==> src/shared/acc_pkg.sv <==
// Constants for the converter input and conversion control block
package acc_pkg;

	// ************************************************************
	// Register byte offsets
	// ************************************************************
	localparam logic [7:0] OFS_CTRL_ZERO  = 8'h00;
	localparam logic [7:0] OFS_CTRL_ONE   = 8'h04;
	localparam logic [7:0] OFS_RES_HIGH   = 8'h08;
	localparam logic [7:0] OFS_RES_LOW    = 8'h0c;
	localparam logic [7:0] OFS_FSEL_LOW   = 8'h10;
	localparam logic [7:0] OFS_FSEL_HIGH  = 8'h14;
	localparam logic [7:0] OFS_PULLUP     = 8'h18;
	localparam logic [7:0] OFS_PORT_DIR   = 8'h1c;

	// ************************************************************
	// Field positions
	// ************************************************************
	localparam int CZ_START_BIT  = 7;
	localparam int CZ_BUSY_BIT   = 6;
	localparam int CZ_POWER_BIT  = 5;
	localparam int CZ_FORMAT_BIT = 4;
	localparam int CZ_CHAN_LSB   = 0;
	localparam int CO_SRC_LSB    = 4;
	localparam int CO_DIV_LSB    = 0;

	// ************************************************************
	// Widths, reset values and timing counts
	// ************************************************************
	localparam int CHAN_W     = 4;
	localparam int SRC_W      = 4;
	localparam int DIV_SEL_W  = 3;
	localparam int RES_W      = 12;
	localparam int NUM_PINS   = 8;
	localparam int NUM_INT    = 6;
	localparam int SAMPLE_CLKS  = 4;
	localparam int CONVERT_CLKS = 12;
	localparam logic [7:0] REG_RESET = 8'h00;

	// ************************************************************
	// Source select codes
	// ************************************************************
	localparam logic [1:0] SRC_GROUP_GND = 2'h2;
	localparam logic [1:0] SRC_GROUP_EXT = 2'h3;
	localparam logic [1:0] SRC_SUB_EXT   = 2'h0;
	localparam logic [2:0] SRC_INT_STEP  = 3'h3;

	// Pin function code that makes a pin an analog input
	localparam logic [1:0] FSEL_ANALOG = 2'h3;

	// External channel code served by each implemented pin
	localparam logic [CHAN_W-1:0] CHAN_CODE [NUM_PINS] = '{
		4'h0, 4'h1, 4'h2, 4'h4, 4'hb, 4'hd, 4'he, 4'hf
	};

	typedef enum logic [2:0] {
		ST_IDLE    = 3'h1,
		ST_SAMPLE  = 3'h2,
		ST_CONVERT = 3'h4
	} acc_state_t;

endpackage

==> src/shared/acc_clk_if.sv <==
// Link between the control logic and the conversion clock divider
`timescale 1ns/10ps
interface acc_clk_if;
	logic       run;
	logic [2:0] div_sel;
	logic       tick;
	modport ctrl (output run, output div_sel, input tick);
	modport div  (input run, input div_sel, output tick);
endinterface

==> src/acc_clk_div.sv <==
// Conversion clock divider: one tick every 2**div_sel system clocks
`timescale 1ns/10ps
module acc_clk_div #(
	parameter int DIV_W = 7
) (
	input  wire logic ref_clk_i,
	input  wire logic nrst_i,
	input  wire logic ce_i,
	acc_clk_if.div    clk_if
);
	logic [DIV_W-1:0] cnt_q;
	logic [DIV_W:0]   lim_wide;
	logic [DIV_W-1:0] lim;

	generate
		if (DIV_W < (2 ** acc_pkg::DIV_SEL_W) - 1) begin : g_chk
			$error("acc_clk_div: DIV_W too small for divider field");
		end
	endgenerate

	always_comb begin
		lim_wide = ((DIV_W+1)'(1) << clk_if.div_sel) - (DIV_W+1)'(1);
		lim = lim_wide[DIV_W-1:0];
	end

	assign clk_if.tick = clk_if.run & (cnt_q == lim);

	// ************************************************************
	// Period counter, held at zero while no conversion runs
	// ************************************************************
	always_ff @(posedge ref_clk_i) begin
		if (!nrst_i) begin
			cnt_q <= '0;
		end else if (ce_i) begin
			if (!clk_if.run || cnt_q == lim) begin
				cnt_q <= '0;
			end else begin
				cnt_q <= cnt_q + DIV_W'(1);
			end
		end
	end
endmodule

==> src/acc_ctrl.sv <==
// Converter input routing, start, timing and result control with APB
//
// Implementation choices: the register offsets and the APB interface to the registers.
`timescale 1ns/10ps
//
// Contract
// - Pin set to analog input loses its digital or alternate function.
// - Pull-up on an analog input pin is disconnected automatically.
// - Analog input selection overrides the port direction setting.
// - Source codes 0000, 0100, 11xx route the selected external channel.
// - Codes 0001-0011 route supply fractions; 0101-0111 amplifier fractions.
// - Source codes 10xx connect the converter input to ground.
// - Internal source selected disconnects every external channel.
// - Start bit written high then low begins one conversion.
// - Busy flag set when conversion starts, cleared when it completes.
// - Completion raises the converter interrupt request.
// - Conversion clock is system clock divided by 2**divider field.
// - Converter circuitry powered only while enable bit is high.
// - Conversion lasts 16 clocks: 4 sampling then 12 converting.
// - Format bit selects 8/4 or 4/8 split of the result.
// - Clearing enable leaves both result registers unchanged.
module acc_ctrl #(
	parameter int ADDR_W = 8
) (
	input  wire logic                           ref_clk_i,
	input  wire logic                           nrst_i,
	input  wire logic                           ce_i,
	input  wire logic                           psel_i,
	input  wire logic                           penable_i,
	input  wire logic                           pwrite_i,
	input  wire logic [ADDR_W-1:0]              paddr_i,
	input  wire logic [31:0]                    pwdata_i,
	output logic      [31:0]                    prdata_o,
	output logic                                pready_o,
	output logic                                pslverr_o,
	input  wire logic                           comp_hi_i,
	output logic      [acc_pkg::RES_W-1:0]      dac_code_o,
	output logic                                sample_o,
	output logic                                power_en_o,
	output logic      [acc_pkg::NUM_PINS-1:0]   ext_chan_en_o,
	output logic      [acc_pkg::NUM_INT-1:0]    int_src_sel_o,
	output logic                                gnd_sel_o,
	output logic                                conv_done_o,
	output logic      [acc_pkg::NUM_PINS-1:0]   pin_analog_o,
	output logic      [acc_pkg::NUM_PINS-1:0]   pin_dig_en_o,
	output logic      [acc_pkg::NUM_PINS-1:0]   pin_pullup_o,
	output logic      [acc_pkg::NUM_PINS-1:0]   pin_drive_o
);
	localparam int NP = acc_pkg::NUM_PINS;
	localparam int RW = acc_pkg::RES_W;

	generate
		if (ADDR_W < 8) begin : g_chk
			$error("acc_ctrl: ADDR_W must be at least 8");
		end
	endgenerate

	// ************************************************************
	// Register state
	// ************************************************************
	logic                          start_q;
	logic                          power_q;
	logic                          format_q;
	logic [acc_pkg::CHAN_W-1:0]    chan_q;
	logic [acc_pkg::SRC_W-1:0]     src_q;
	logic [acc_pkg::DIV_SEL_W-1:0] div_q;
	logic [NP-1:0]                 fsel_lo_q;
	logic [NP-1:0]                 fsel_hi_q;
	logic [NP-1:0]                 pullup_q;
	logic [NP-1:0]                 dir_q;
	logic [RW-1:0]                 result_q;
	logic                          busy_q;
	logic [31:0]                   prdata_q;
	logic                          done_q;

	// Conversion sequencer state
	acc_pkg::acc_state_t           state_q;
	logic [3:0]                    cnt_q;
	logic [RW-1:0]                 sar_q;

	// Routing outputs held in flops
	logic [NP-1:0]                 ext_en_q;
	logic [acc_pkg::NUM_INT-1:0]   int_sel_q;
	logic                          gnd_q;

	// ************************************************************
	// Bus decode
	// ************************************************************
	logic       setup_ph;
	logic       access_ph;
	logic       wr_en;
	logic [7:0] addr;
	logic       hit;
	logic       launch;
	logic [7:0] wbyte;

	assign addr      = paddr_i[7:0];
	assign wbyte     = pwdata_i[7:0];
	assign setup_ph  = psel_i & ~penable_i;
	assign access_ph = psel_i & penable_i;
	assign pready_o  = ce_i;
	assign wr_en     = access_ph & pwrite_i & ce_i & hit;

	always_comb begin
		hit = 1'b0;
		// Upper address bits must be clear to hit
		if ((paddr_i >> 8) == '0) begin
			unique case (addr)
				acc_pkg::OFS_CTRL_ZERO,
				acc_pkg::OFS_CTRL_ONE,
				acc_pkg::OFS_RES_HIGH,
				acc_pkg::OFS_RES_LOW,
				acc_pkg::OFS_FSEL_LOW,
				acc_pkg::OFS_FSEL_HIGH,
				acc_pkg::OFS_PULLUP,
				acc_pkg::OFS_PORT_DIR: hit = 1'b1;
				default:               hit = 1'b0;
			endcase
		end
	end

	assign pslverr_o = access_ph & ~hit;

	// Falling write of the start bit, after it was high
	assign launch = wr_en & hit & (addr == acc_pkg::OFS_CTRL_ZERO) &
		start_q & ~wbyte[acc_pkg::CZ_START_BIT];

	// ************************************************************
	// Control registers
	// ************************************************************
	always_ff @(posedge ref_clk_i) begin
		if (!nrst_i) begin
			start_q   <= 1'b0;
			power_q   <= 1'b0;
			format_q  <= 1'b0;
			chan_q    <= '0;
		end else if (wr_en && addr == acc_pkg::OFS_CTRL_ZERO) begin
			start_q  <= wbyte[acc_pkg::CZ_START_BIT];
			power_q  <= wbyte[acc_pkg::CZ_POWER_BIT];
			format_q <= wbyte[acc_pkg::CZ_FORMAT_BIT];
			chan_q   <= wbyte[acc_pkg::CZ_CHAN_LSB +: acc_pkg::CHAN_W];
		end
	end

	always_ff @(posedge ref_clk_i) begin
		if (!nrst_i) begin
			src_q <= '0;
			div_q <= '0;
		end else if (wr_en && addr == acc_pkg::OFS_CTRL_ONE) begin
			src_q <= wbyte[acc_pkg::CO_SRC_LSB +: acc_pkg::SRC_W];
			div_q <= wbyte[acc_pkg::CO_DIV_LSB +: acc_pkg::DIV_SEL_W];
		end
	end

	always_ff @(posedge ref_clk_i) begin
		if (!nrst_i) begin
			fsel_lo_q <= acc_pkg::REG_RESET;
			fsel_hi_q <= acc_pkg::REG_RESET;
			pullup_q  <= acc_pkg::REG_RESET;
			dir_q     <= acc_pkg::REG_RESET;
		end else if (wr_en) begin
			if (addr == acc_pkg::OFS_FSEL_LOW) begin
				fsel_lo_q <= wbyte;
			end
			if (addr == acc_pkg::OFS_FSEL_HIGH) begin
				fsel_hi_q <= wbyte;
			end
			if (addr == acc_pkg::OFS_PULLUP) begin
				pullup_q <= wbyte;
			end
			if (addr == acc_pkg::OFS_PORT_DIR) begin
				dir_q <= wbyte;
			end
		end
	end

	// ************************************************************
	// Read data, captured in the setup cycle
	// ************************************************************
	logic [7:0] rbyte;
	logic [7:0] res_hi;
	logic [7:0] res_lo;

	always_comb begin
		if (format_q) begin
			res_hi = {4'h0, result_q[11:8]};
			res_lo = result_q[7:0];
		end else begin
			res_hi = result_q[11:4];
			res_lo = {result_q[3:0], 4'h0};
		end
	end

	always_comb begin
		rbyte = 8'h00;
		unique case (addr)
			acc_pkg::OFS_CTRL_ZERO: begin
				rbyte[acc_pkg::CZ_START_BIT]  = start_q;
				rbyte[acc_pkg::CZ_BUSY_BIT]   = busy_q;
				rbyte[acc_pkg::CZ_POWER_BIT]  = power_q;
				rbyte[acc_pkg::CZ_FORMAT_BIT] = format_q;
				rbyte[acc_pkg::CZ_CHAN_LSB +: acc_pkg::CHAN_W] = chan_q;
			end
			acc_pkg::OFS_CTRL_ONE: begin
				rbyte[acc_pkg::CO_SRC_LSB +: acc_pkg::SRC_W] = src_q;
				rbyte[acc_pkg::CO_DIV_LSB +: acc_pkg::DIV_SEL_W] = div_q;
			end
			acc_pkg::OFS_RES_HIGH:  rbyte = res_hi;
			acc_pkg::OFS_RES_LOW:   rbyte = res_lo;
			acc_pkg::OFS_FSEL_LOW:  rbyte = fsel_lo_q;
			acc_pkg::OFS_FSEL_HIGH: rbyte = fsel_hi_q;
			acc_pkg::OFS_PULLUP:    rbyte = pullup_q;
			acc_pkg::OFS_PORT_DIR:  rbyte = dir_q;
			default:                rbyte = 8'h00;
		endcase
	end

	always_ff @(posedge ref_clk_i) begin
		if (!nrst_i) begin
			prdata_q <= '0;
		end else if (ce_i && setup_ph) begin
			prdata_q <= hit ? {24'h000000, rbyte} : 32'h00000000;
		end
	end

	assign prdata_o = prdata_q;

	// ************************************************************
	// Conversion clock divider
	// ************************************************************
	acc_clk_if clk_if ();

	assign clk_if.run     = (state_q != acc_pkg::ST_IDLE);
	assign clk_if.div_sel = div_q;

	acc_clk_div #(
		.DIV_W (7)
	) u_div (
		.ref_clk_i (ref_clk_i),
		.nrst_i    (nrst_i),
		.ce_i      (ce_i),
		.clk_if    (clk_if)
	);

	// ************************************************************
	// Conversion sequencer: sampling then one bit per clock
	// ************************************************************
	logic          abort;
	logic          last_bit;
	logic [RW-1:0] decided;
	logic [3:0]    bit_idx;

	// High start bit or power off holds the sequencer in reset
	assign abort    = ~power_q | start_q;
	assign bit_idx  = 4'(RW - 1) - cnt_q;
	assign last_bit = (cnt_q == 4'(acc_pkg::CONVERT_CLKS - 1));

	always_comb begin
		decided = sar_q;
		if (!comp_hi_i) begin
			decided[bit_idx] = 1'b0;
		end
		if (!last_bit) begin
			decided[bit_idx - 4'h1] = 1'b1;
		end
	end

	always_ff @(posedge ref_clk_i) begin
		if (!nrst_i) begin
			state_q <= acc_pkg::ST_IDLE;
			cnt_q   <= '0;
			sar_q   <= '0;
		end else if (ce_i) begin
			unique case (state_q)
				acc_pkg::ST_IDLE: begin
					cnt_q <= '0;
					if (launch && power_q) begin
						state_q <= acc_pkg::ST_SAMPLE;
					end
				end
				acc_pkg::ST_SAMPLE: begin
					if (abort) begin
						state_q <= acc_pkg::ST_IDLE;
					end else if (clk_if.tick) begin
						if (cnt_q == 4'(acc_pkg::SAMPLE_CLKS - 1)) begin
							state_q <= acc_pkg::ST_CONVERT;
							cnt_q   <= '0;
							sar_q   <= {1'b1, {(RW-1){1'b0}}};
						end else begin
							cnt_q <= cnt_q + 4'h1;
						end
					end
				end
				acc_pkg::ST_CONVERT: begin
					if (abort) begin
						state_q <= acc_pkg::ST_IDLE;
					end else if (clk_if.tick) begin
						sar_q <= decided;
						cnt_q <= cnt_q + 4'h1;
						if (last_bit) begin
							state_q <= acc_pkg::ST_IDLE;
						end
					end
				end
				default: begin
					state_q <= acc_pkg::ST_IDLE;
				end
			endcase
		end
	end

	logic finish;
	assign finish = (state_q == acc_pkg::ST_CONVERT) & ~abort &
		clk_if.tick & last_bit;

	// Result only moves on a finished conversion
	always_ff @(posedge ref_clk_i) begin
		if (!nrst_i) begin
			result_q <= '0;
		end else if (ce_i && finish) begin
			result_q <= decided;
		end
	end

	always_ff @(posedge ref_clk_i) begin
		if (!nrst_i) begin
			busy_q <= 1'b0;
			done_q <= 1'b0;
		end else if (ce_i) begin
			busy_q <= (state_q == acc_pkg::ST_IDLE) ? (launch & power_q) :
				~(abort | finish);
			done_q <= finish;
		end
	end

	assign conv_done_o = done_q;
	assign dac_code_o  = sar_q;
	assign sample_o    = (state_q == acc_pkg::ST_SAMPLE);
	assign power_en_o  = power_q;

	// ************************************************************
	// Input source routing
	// ************************************************************
	logic [NP-1:0]               ext_en_d;
	logic [acc_pkg::NUM_INT-1:0] int_sel_d;
	logic                        gnd_d;
	logic                        is_ext;
	logic [2:0]                  int_idx;

	always_comb begin
		is_ext    = 1'b0;
		gnd_d     = 1'b0;
		int_sel_d = '0;
		int_idx   = 3'h0;
		unique case (src_q[3:2])
			acc_pkg::SRC_GROUP_EXT: is_ext = 1'b1;
			acc_pkg::SRC_GROUP_GND: gnd_d = power_q;
			default: begin
				if (src_q[1:0] == acc_pkg::SRC_SUB_EXT) begin
					is_ext = 1'b1;
				end else begin
					int_idx = (src_q[2] ? acc_pkg::SRC_INT_STEP : 3'h0) +
						{1'b0, src_q[1:0]} - 3'h1;
					int_sel_d[int_idx] = power_q;
				end
			end
		endcase
	end

	// External channels connect only for an external source
	always_comb begin
		for (int i = 0; i < NP; i++) begin
			ext_en_d[i] = power_q & is_ext &
				(chan_q == acc_pkg::CHAN_CODE[i]);
		end
	end

	always_ff @(posedge ref_clk_i) begin
		if (!nrst_i) begin
			ext_en_q  <= '0;
			int_sel_q <= '0;
			gnd_q     <= 1'b0;
		end else if (ce_i) begin
			ext_en_q  <= ext_en_d;
			int_sel_q <= int_sel_d;
			gnd_q     <= gnd_d;
		end
	end

	assign ext_chan_en_o = ext_en_q;
	assign int_src_sel_o = int_sel_q;
	assign gnd_sel_o     = gnd_q;

	// ************************************************************
	// Shared pin control
	// ************************************************************
	logic [NP-1:0] analog;

	always_comb begin
		for (int i = 0; i < NP; i++) begin
			analog[i] = ({fsel_hi_q[i], fsel_lo_q[i]} ==
				acc_pkg::FSEL_ANALOG);
		end
	end

	assign pin_analog_o = analog;
	assign pin_dig_en_o = ~analog;
	assign pin_pullup_o = pullup_q & ~analog;
	assign pin_drive_o  = dir_q & ~analog;
endmodule

==> config.mk <==
export PLATFORM = sky130hd
export DESIGN_NAME = acc_ctrl
export DESIGN_NICKNAME = d
export VERILOG_FILES = /design/src/shared/acc_pkg.sv /design/src/shared/acc_clk_if.sv /design/src/acc_clk_div.sv /design/src/acc_ctrl.sv
export SDC_FILE = /design/constraint.sdc
export NUM_CORES = 1
export LEC_CHECK = 0
export BUFFER_PORTS_ARGS = -buffer_cell sky130_fd_sc_hd__buf_2
export CAP_MARGIN = 15
export CORE_ASPECT_RATIO = 0.9
export CORE_MARGIN = 2
export CORE_UTILIZATION = 54
export CTS_CLUSTER_SIZE = 16
export DETAILED_ROUTE_END_ITERATION = 12
export PLACE_DENSITY = 0.8
export SLEW_MARGIN = 20
export SYNTH_ARGS = -nofsm -noshare
export SYNTH_HDL_FRONTEND = slang
export SYNTH_HIERARCHICAL = 1
export SYNTH_SLANG_ARGS = --single-unit
==> constraint.sdc <==
create_clock -name ref_clk_i -period 3.9 [get_ports ref_clk_i]
set_clock_uncertainty 0.15 [all_clocks]
set_input_delay 0.78 -clock ref_clk_i [delete_from_list [all_inputs] [get_ports ref_clk_i]]
set_output_delay 0.78 -clock ref_clk_i [all_outputs]
set_load 0.005 [all_outputs]
==> results of run 1 <==
-- kinds of logic after synthesis --
group / after synthesis / share of synthesized area
AO/OA/AOI/OAI: 180 / 0.199
XOR/XNOR: 10 / 0.0147
adder cells (fa/ha/maj): 11 / 0.0231
buffers and inverters: 95 / 0.0841
flip-flops: 109 / 0.367
multiplexers: 32 / 0.0607
other: 1 / 0.000630
AND/OR/NAND/NOR: 288 / 0.252
-- per-stage QoR --
| stage | setup WS [ns] | instances | util |
|---|---|---|---|
| finish | 0.467 | 933 | 0.622 |
| global route | 0.211 | 933 | 0.622 |
| CTS | 0.327 | 933 | 0.621 |
| detailed placement | 0.354 | 917 | 0.591 |
| global placement | 0.540 | 917 | 0.591 |
| floorplan | 0.918 | 749 | - |
-- routing by layer --
layer  wire (um)  share of wire  up-vias  track usage
li1            -              -     2695            -
met4         313          0.019        0       0.0801
met1        7280           0.44     2674        0.376
met5           0              0        -            0
met3        1130          0.069       26       0.0632
met2        7630           0.47      228        0.430
-- power groups by stage --
stage / combinational, mW / clock, mW / sequential [mW]
after global routing: 0.149 / 1.07 / 1.12
after global placement: 0.131 / 0 / 1.14
final: 0.138 / 1.01 / 1.12
after detailed placement: 0.134 / 0 / 1.14
after floorplan: 0.110 / 0 / 1.14
after CTS: 0.134 / 1.02 / 1.12
-- synthesized netlist by cell type (all sizes together) (17+ instances only) --
cell type and instances:
dfxtp 109, inv 24, nand2 86, a21oi 34
mux2i 26, o21ai 62, buf 34, and2 23
clkbuf 36, nor2b 17, nand3 44, nor2 49
-- flip-flops by register name, summed over array words and instances, names as in the netlist, 6 cells and up --
name	flops
ext_chan_en_o	8
dir_q	8
result_q	12
prdata_o	8
u_div/cnt_q	7
fsel_lo_q	8
int_src_sel_o	6
dac_code_o	12
pullup_q	8
fsel_hi_q	8
-- critical path, cell delays in order, from the launching register on --
cell       delay, ns
dfxtp_1         0.58
nand3_1         0.16
a21boi_0        0.27
a211oi_2        0.16
nor4b_2         0.42
nor4bb_1        0.56
mux2i_1         0.15
a2111oi_0       0.56
xnor2_1         0.18
o311a_1         0.18
-- layout make-up --
class                   count  area, um2  share of cell area
multi-input cells         545       3370               0.504
repair buffers            105        553              0.0826
inverters                  25       93.8              0.0140
well taps                 133        166              0.0249
clock inverters             4       70.1              0.0105
flip-flops and latches    109       2180               0.326
clock buffers              12        256              0.0383
-- how the worst max path moves through the flow --
stage | start | to | slack, ns | cells past startpoint
after floorplan | clk_if.div_sel[1] | cnt_q[3] | 0.92 | 9
after global placement | clk_if.div_sel[2] | cnt_q[3] | 0.54 | 9
after detailed placement | clk_if.div_sel[2] | cnt_q[3] | 0.35 | 9
after CTS | clk_if.div_sel[2] | cnt_q[3] | 0.33 | 9
after global routing | clk_if.div_sel[2] | cnt_q[3] | 0.21 | 9
final | clk_if.div_sel[2] | cnt_q[3] | 0.47 | 9
==> impl_metrics.csv, run 1 <==
group,metric,value,unit
outcome,status,"complete, no violations",
grt,groute.usage.overall,0.274,
cts,tritoncts,"built",
drt,drt_iter0_markers,517,
die,die_w,115,um
power,design_power_total,2.27,mW
power,p_int,1.75,mW
critical_path,r2r-start,"clk_if.div_sel[2]",
cells_and_area,fin_nets,853,
cells_and_area,n_antenna_cell,0,
drt,drc,0,
critical_path,cp-start-kind,"flip-flop",
timing,slew_headroom,0.431,
timing,whs,0.312,ns
yosys,netlist_area,5950,um2
cts,cts_setup_buffers,0,
power,switching_power,0.515,mW
power,p_leak,2.56,nW
cells_and_area,finalInstanceArea,6690,um2
min_path,min_from,"dac_code_o[5]",
power,ir_worst_vdd,309,uV
timing,setup_viol_count_final,0,
die,coreArea,10800,um2
yosys,yosys-top-cells-area,"dfxtp_1 37%, nand2_1 5.4%, o21ai_1 4.5%, mux2i_1 4.4%, nand3_1 3.7%",
critical_path,crit_required,4.05,ns
cts,cts_hold_buf,0,
job,cap_viol_max_count,0,
die,ios,143,
cts,clockBufferDepth,2,
cells_and_area,fillCellCount,939,
timing,worstMarginPinSlew,0.842,ns
critical_path,r2r_cells,9,
yosys,synth_edf_count,0,
yosys,yosysTopAreaCell,"dfxtp_1",
placed_design,gp_congestion,0.936,
grt,antenna_found_initial,0,
yosys,yosys_warnings,6,
cts,post_cts_resized,0,
critical_path,reg2reg_to,"cnt_q[3]",
yosys,ys.flop_type,"dfxtp_1",
placed_design,port_buffers,94,
cells_and_area,final_cell_mix,"109 x dfxtp_1, 94 x buf_2, 86 x nand2_1",
grt,grt_pass1_vias,5109,
die,start_util,0.553,
cells_and_area,drive_gt1_frac,0.178,
power,pwr-share-clk,0.446,
timing,drv_slew,0,
timing,fin_crit,3.43,ns
timing,timing.fmax,291,MHz
drt,post_drt_wl_per_cell,17.5,um
placed_design,place_area,6360,um2
critical_path,worstSetupPathType,"reg -> reg",
cts,htreeDepth,3,
power,switching_share,0.227,
cells_and_area,layout_commonest_cell,"dfxtp_1",
cts,cts-root-buf,"clkbuf_16",
power,power_frac_seq,0.493,
critical_path,worstPathArrival,3.59,ns
critical_path,end_kind,"flip-flop",
min_path,worstHoldPathType,"reg -> reg",
die,fp-row-count,36,
yosys,synth-seq-cells,109,
die,die_area,11900,um2
cts,clock_latency,0.36,ns
timing,tns,0,ns
critical_path,crit_fanout,11,
timing,hold_viol,0,
cts,cts_sinks,109,
yosys,avgSynthCellArea,8.20,um2
drt,num_vias,5623,
power,power_density,339,nW/um2
die,die_y,104,um
critical_path,r2r_slack,0.47,ns
cells_and_area,area_delta_synth_final,12.4,%
min_path,worstHoldEndpoint,"dac_code_o[5]",
timing,grt_setup_unrepaired,"no",
cts,clkTransAtPathRegs,0.07,ns
yosys,synth_cell_types,80,
grt,overflow,0,
drt,vias_per_cell,6.03,
grt,grt_max_degree,80,
power,combPwrFrac,0.061,
yosys,syn-instance-count,726,
yosys,async_flop_share,0,
placed_design,hpwl,11.8,mm
yosys,yosysSeqAreaShare,0.367,
drt,wl,16.4,mm
timing,fin_crit_sh,0.880,
min_path,holdPathStages,2,
grt,grt_first_pass_wirelength,26.1,mm
cts,cts_buffers,9,
drt,final_antenna_net_count,0,
drt,drt_pass1_iterations,5,
yosys,yosysTopAreaCellShare,0.367,
Note: power is estimated with default switching activity, not from simulation.
==> run 2: changes to the inputs <==
Settings changed: RECOVER_POWER set to 25.
Clock period 3.9 ns to 3.2 ns, I/O delays scaled along.
==> run 2 against run 1 <==
Flip-flop and latch count unchanged. Non-clock buffer count increased by 9. Clock power grew 12%. Highest routed layer unchanged. Global-route usage increased by 0.44 points. Critical endpoint is now clk_if.div_sel[2]. Largest power group unchanged. Die area is the same. Sequential share of layout area is 0.078 points lower. Total power increased by 18%. Critical path depth fell by 4. Largest cell class unchanged.
==> impl_metrics.csv, run 2 (synthesis gave the netlist of run 1 again) <==
group,metric,value,unit
power,power_density,398,nW/um2
grt,grt_max_degree,54,
power,power_frac_seq,0.510,
cells_and_area,final_cell_mix,"107 x dfxtp_1, 86 x nand2_1, 78 x buf_2",
critical_path,crit_required,3.29,ns
timing,worstMarginPinSlew,1.24,ns
min_path,worstHoldPathType,"reg -> reg",
cells_and_area,n_antenna_cell,0,
die,coreArea,10800,um2
power,p_int,2.02,mW
drt,final_antenna_net_count,0,
drt,wl,16.3,mm
power,switching_share,0.244,
cts,htreeDepth,3,
placed_design,gp_congestion,0.926,
drt,drt_iter0_markers,484,
min_path,holdPathStages,2,
cts,clock_latency,0.36,ns
cts,cts_buffers,9,
die,start_util,0.553,
min_path,worstHoldEndpoint,"dac_code_o[6]",
power,pwr-share-clk,0.422,
cells_and_area,area_delta_synth_final,12.8,%
placed_design,hpwl,11.9,mm
grt,grt_first_pass_wirelength,26.6,mm
critical_path,end_kind,"flip-flop",
power,ir_worst_vdd,359,uV
drt,drc,0,
drt,drt_pass1_iterations,5,
drt,num_vias,5681,
critical_path,worstPathArrival,3.03,ns
timing,hold_viol,0,
critical_path,worstSetupPathType,"in -> reg",
grt,overflow,0,
power,p_leak,2.53,nW
die,die_w,115,um
die,die_area,11900,um2
min_path,min_from,"dac_code_o[6]",
critical_path,crit_fanout,28,
cts,cts-root-buf,"clkbuf_16",
timing,fin_crit,2.94,ns
timing,tns,0,ns
die,ios,143,
die,fp-row-count,36,
placed_design,port_buffers,94,
cts,tritoncts,"built",
die,die_y,104,um
power,design_power_total,2.67,mW
grt,grt_pass1_vias,5253,
drt,post_drt_wl_per_cell,17.4,um
timing,grt_setup_unrepaired,"no",
cts,cts_setup_buffers,0,
timing,drv_slew,0,
critical_path,r2r_cells,11,
power,switching_power,0.651,mW
timing,timing.fmax,340,MHz
power,combPwrFrac,0.068,
timing,slew_headroom,0.171,
timing,fin_crit_sh,0.920,
grt,antenna_found_initial,0,
cts,cts_sinks,109,
job,cap_viol_max_count,0,
grt,groute.usage.overall,0.278,
drt,vias_per_cell,6.04,
critical_path,reg2reg_to,"cnt_q[3]",
critical_path,cp-start-kind,"primary input",
critical_path,r2r_slack,0.28,ns
cts,clkTransAtPathRegs,0.07,ns
cells_and_area,drive_gt1_frac,0.168,
timing,setup_viol_count_final,0,
cells_and_area,layout_commonest_cell,"dfxtp_1",
cts,clockBufferDepth,2,
cells_and_area,fin_nets,862,
critical_path,r2r-start,"clk_if.div_sel[0]",
cells_and_area,fillCellCount,903,
outcome,status,"complete, no violations",
## run 2: worst max-delay path by stage
stage / end / from / depth (start not counted) / slack (ns)
finish: clk_if.div_sel[2] / ce_i / 5 / 0.26
detailed placement: cnt_q[3] / clk_if.div_sel[1] / 11 / 0.13
global route: cnt_q[2] / u_div/cnt_q[3] / 9 / 0.05
floorplan: cnt_q[3] / clk_if.div_sel[1] / 9 / 0.22
CTS: cnt_q[3] / clk_if.div_sel[1] / 11 / 0.09
global placement: cnt_q[3] / clk_if.div_sel[1] / 11 / 0.19
## run 2: timing repair
item / in CTS / in global routing
hold buffers: 0 / 0
resized for setup: 0 / 4
endpoints found under the setup margin: 0 / 2
## run 2: stage by stage
stage	utilization	worst slack [ns]	hold slack, ns	area, um2	cells
after floorplan	-	0.218	0.295	6040	749
after global placement	0.598	0.189	0.300	6440	926
after detailed placement	0.598	0.130	0.306	6440	926
after CTS	0.625	0.0916	0.315	6730	941
after global routing	0.624	0.0453	0.332	6720	941
final	0.624	0.256	0.315	6720	941
## run 2: routing by layer
layer  up-vias  GRT usage  wire, um
li1       2711          -         -
met1      2722      0.385      7190
met2       225      0.433      7740
met3        23     0.0515      1110
met4         0      0.101       303
met5         -          0         0
## run 2: cell type report
type	count	area [um2]	share of cell area
multi-input cells	545	3370	0.502
flip-flops and latches	109	2180	0.325
repair buffers	114	613	0.0913
clock buffers	9	225	0.0335
well taps	133	166	0.0248
inverters	25	93.8	0.0140
clock inverters	6	62.6	0.00932
## run 2: worst max-delay path, cell delays in order
cell and delay [ns]:
clkbuf_1 0.89, nand4_1 0.46, nor4_4 0.71, mux2i_1 0.27, nor2_1 0.05
## run 2: power by group through the flow
| stage | combinational (mW) | clock, mW | sequential, mW |
|---|---|---|---|
| global route | 0.195 | 1.20 | 1.36 |
| CTS | 0.177 | 1.15 | 1.36 |
| global placement | 0.171 | 0 | 1.39 |
| floorplan | 0.133 | 0 | 1.39 |
| finish | 0.181 | 1.13 | 1.36 |
| detailed placement | 0.176 | 0 | 1.39 |
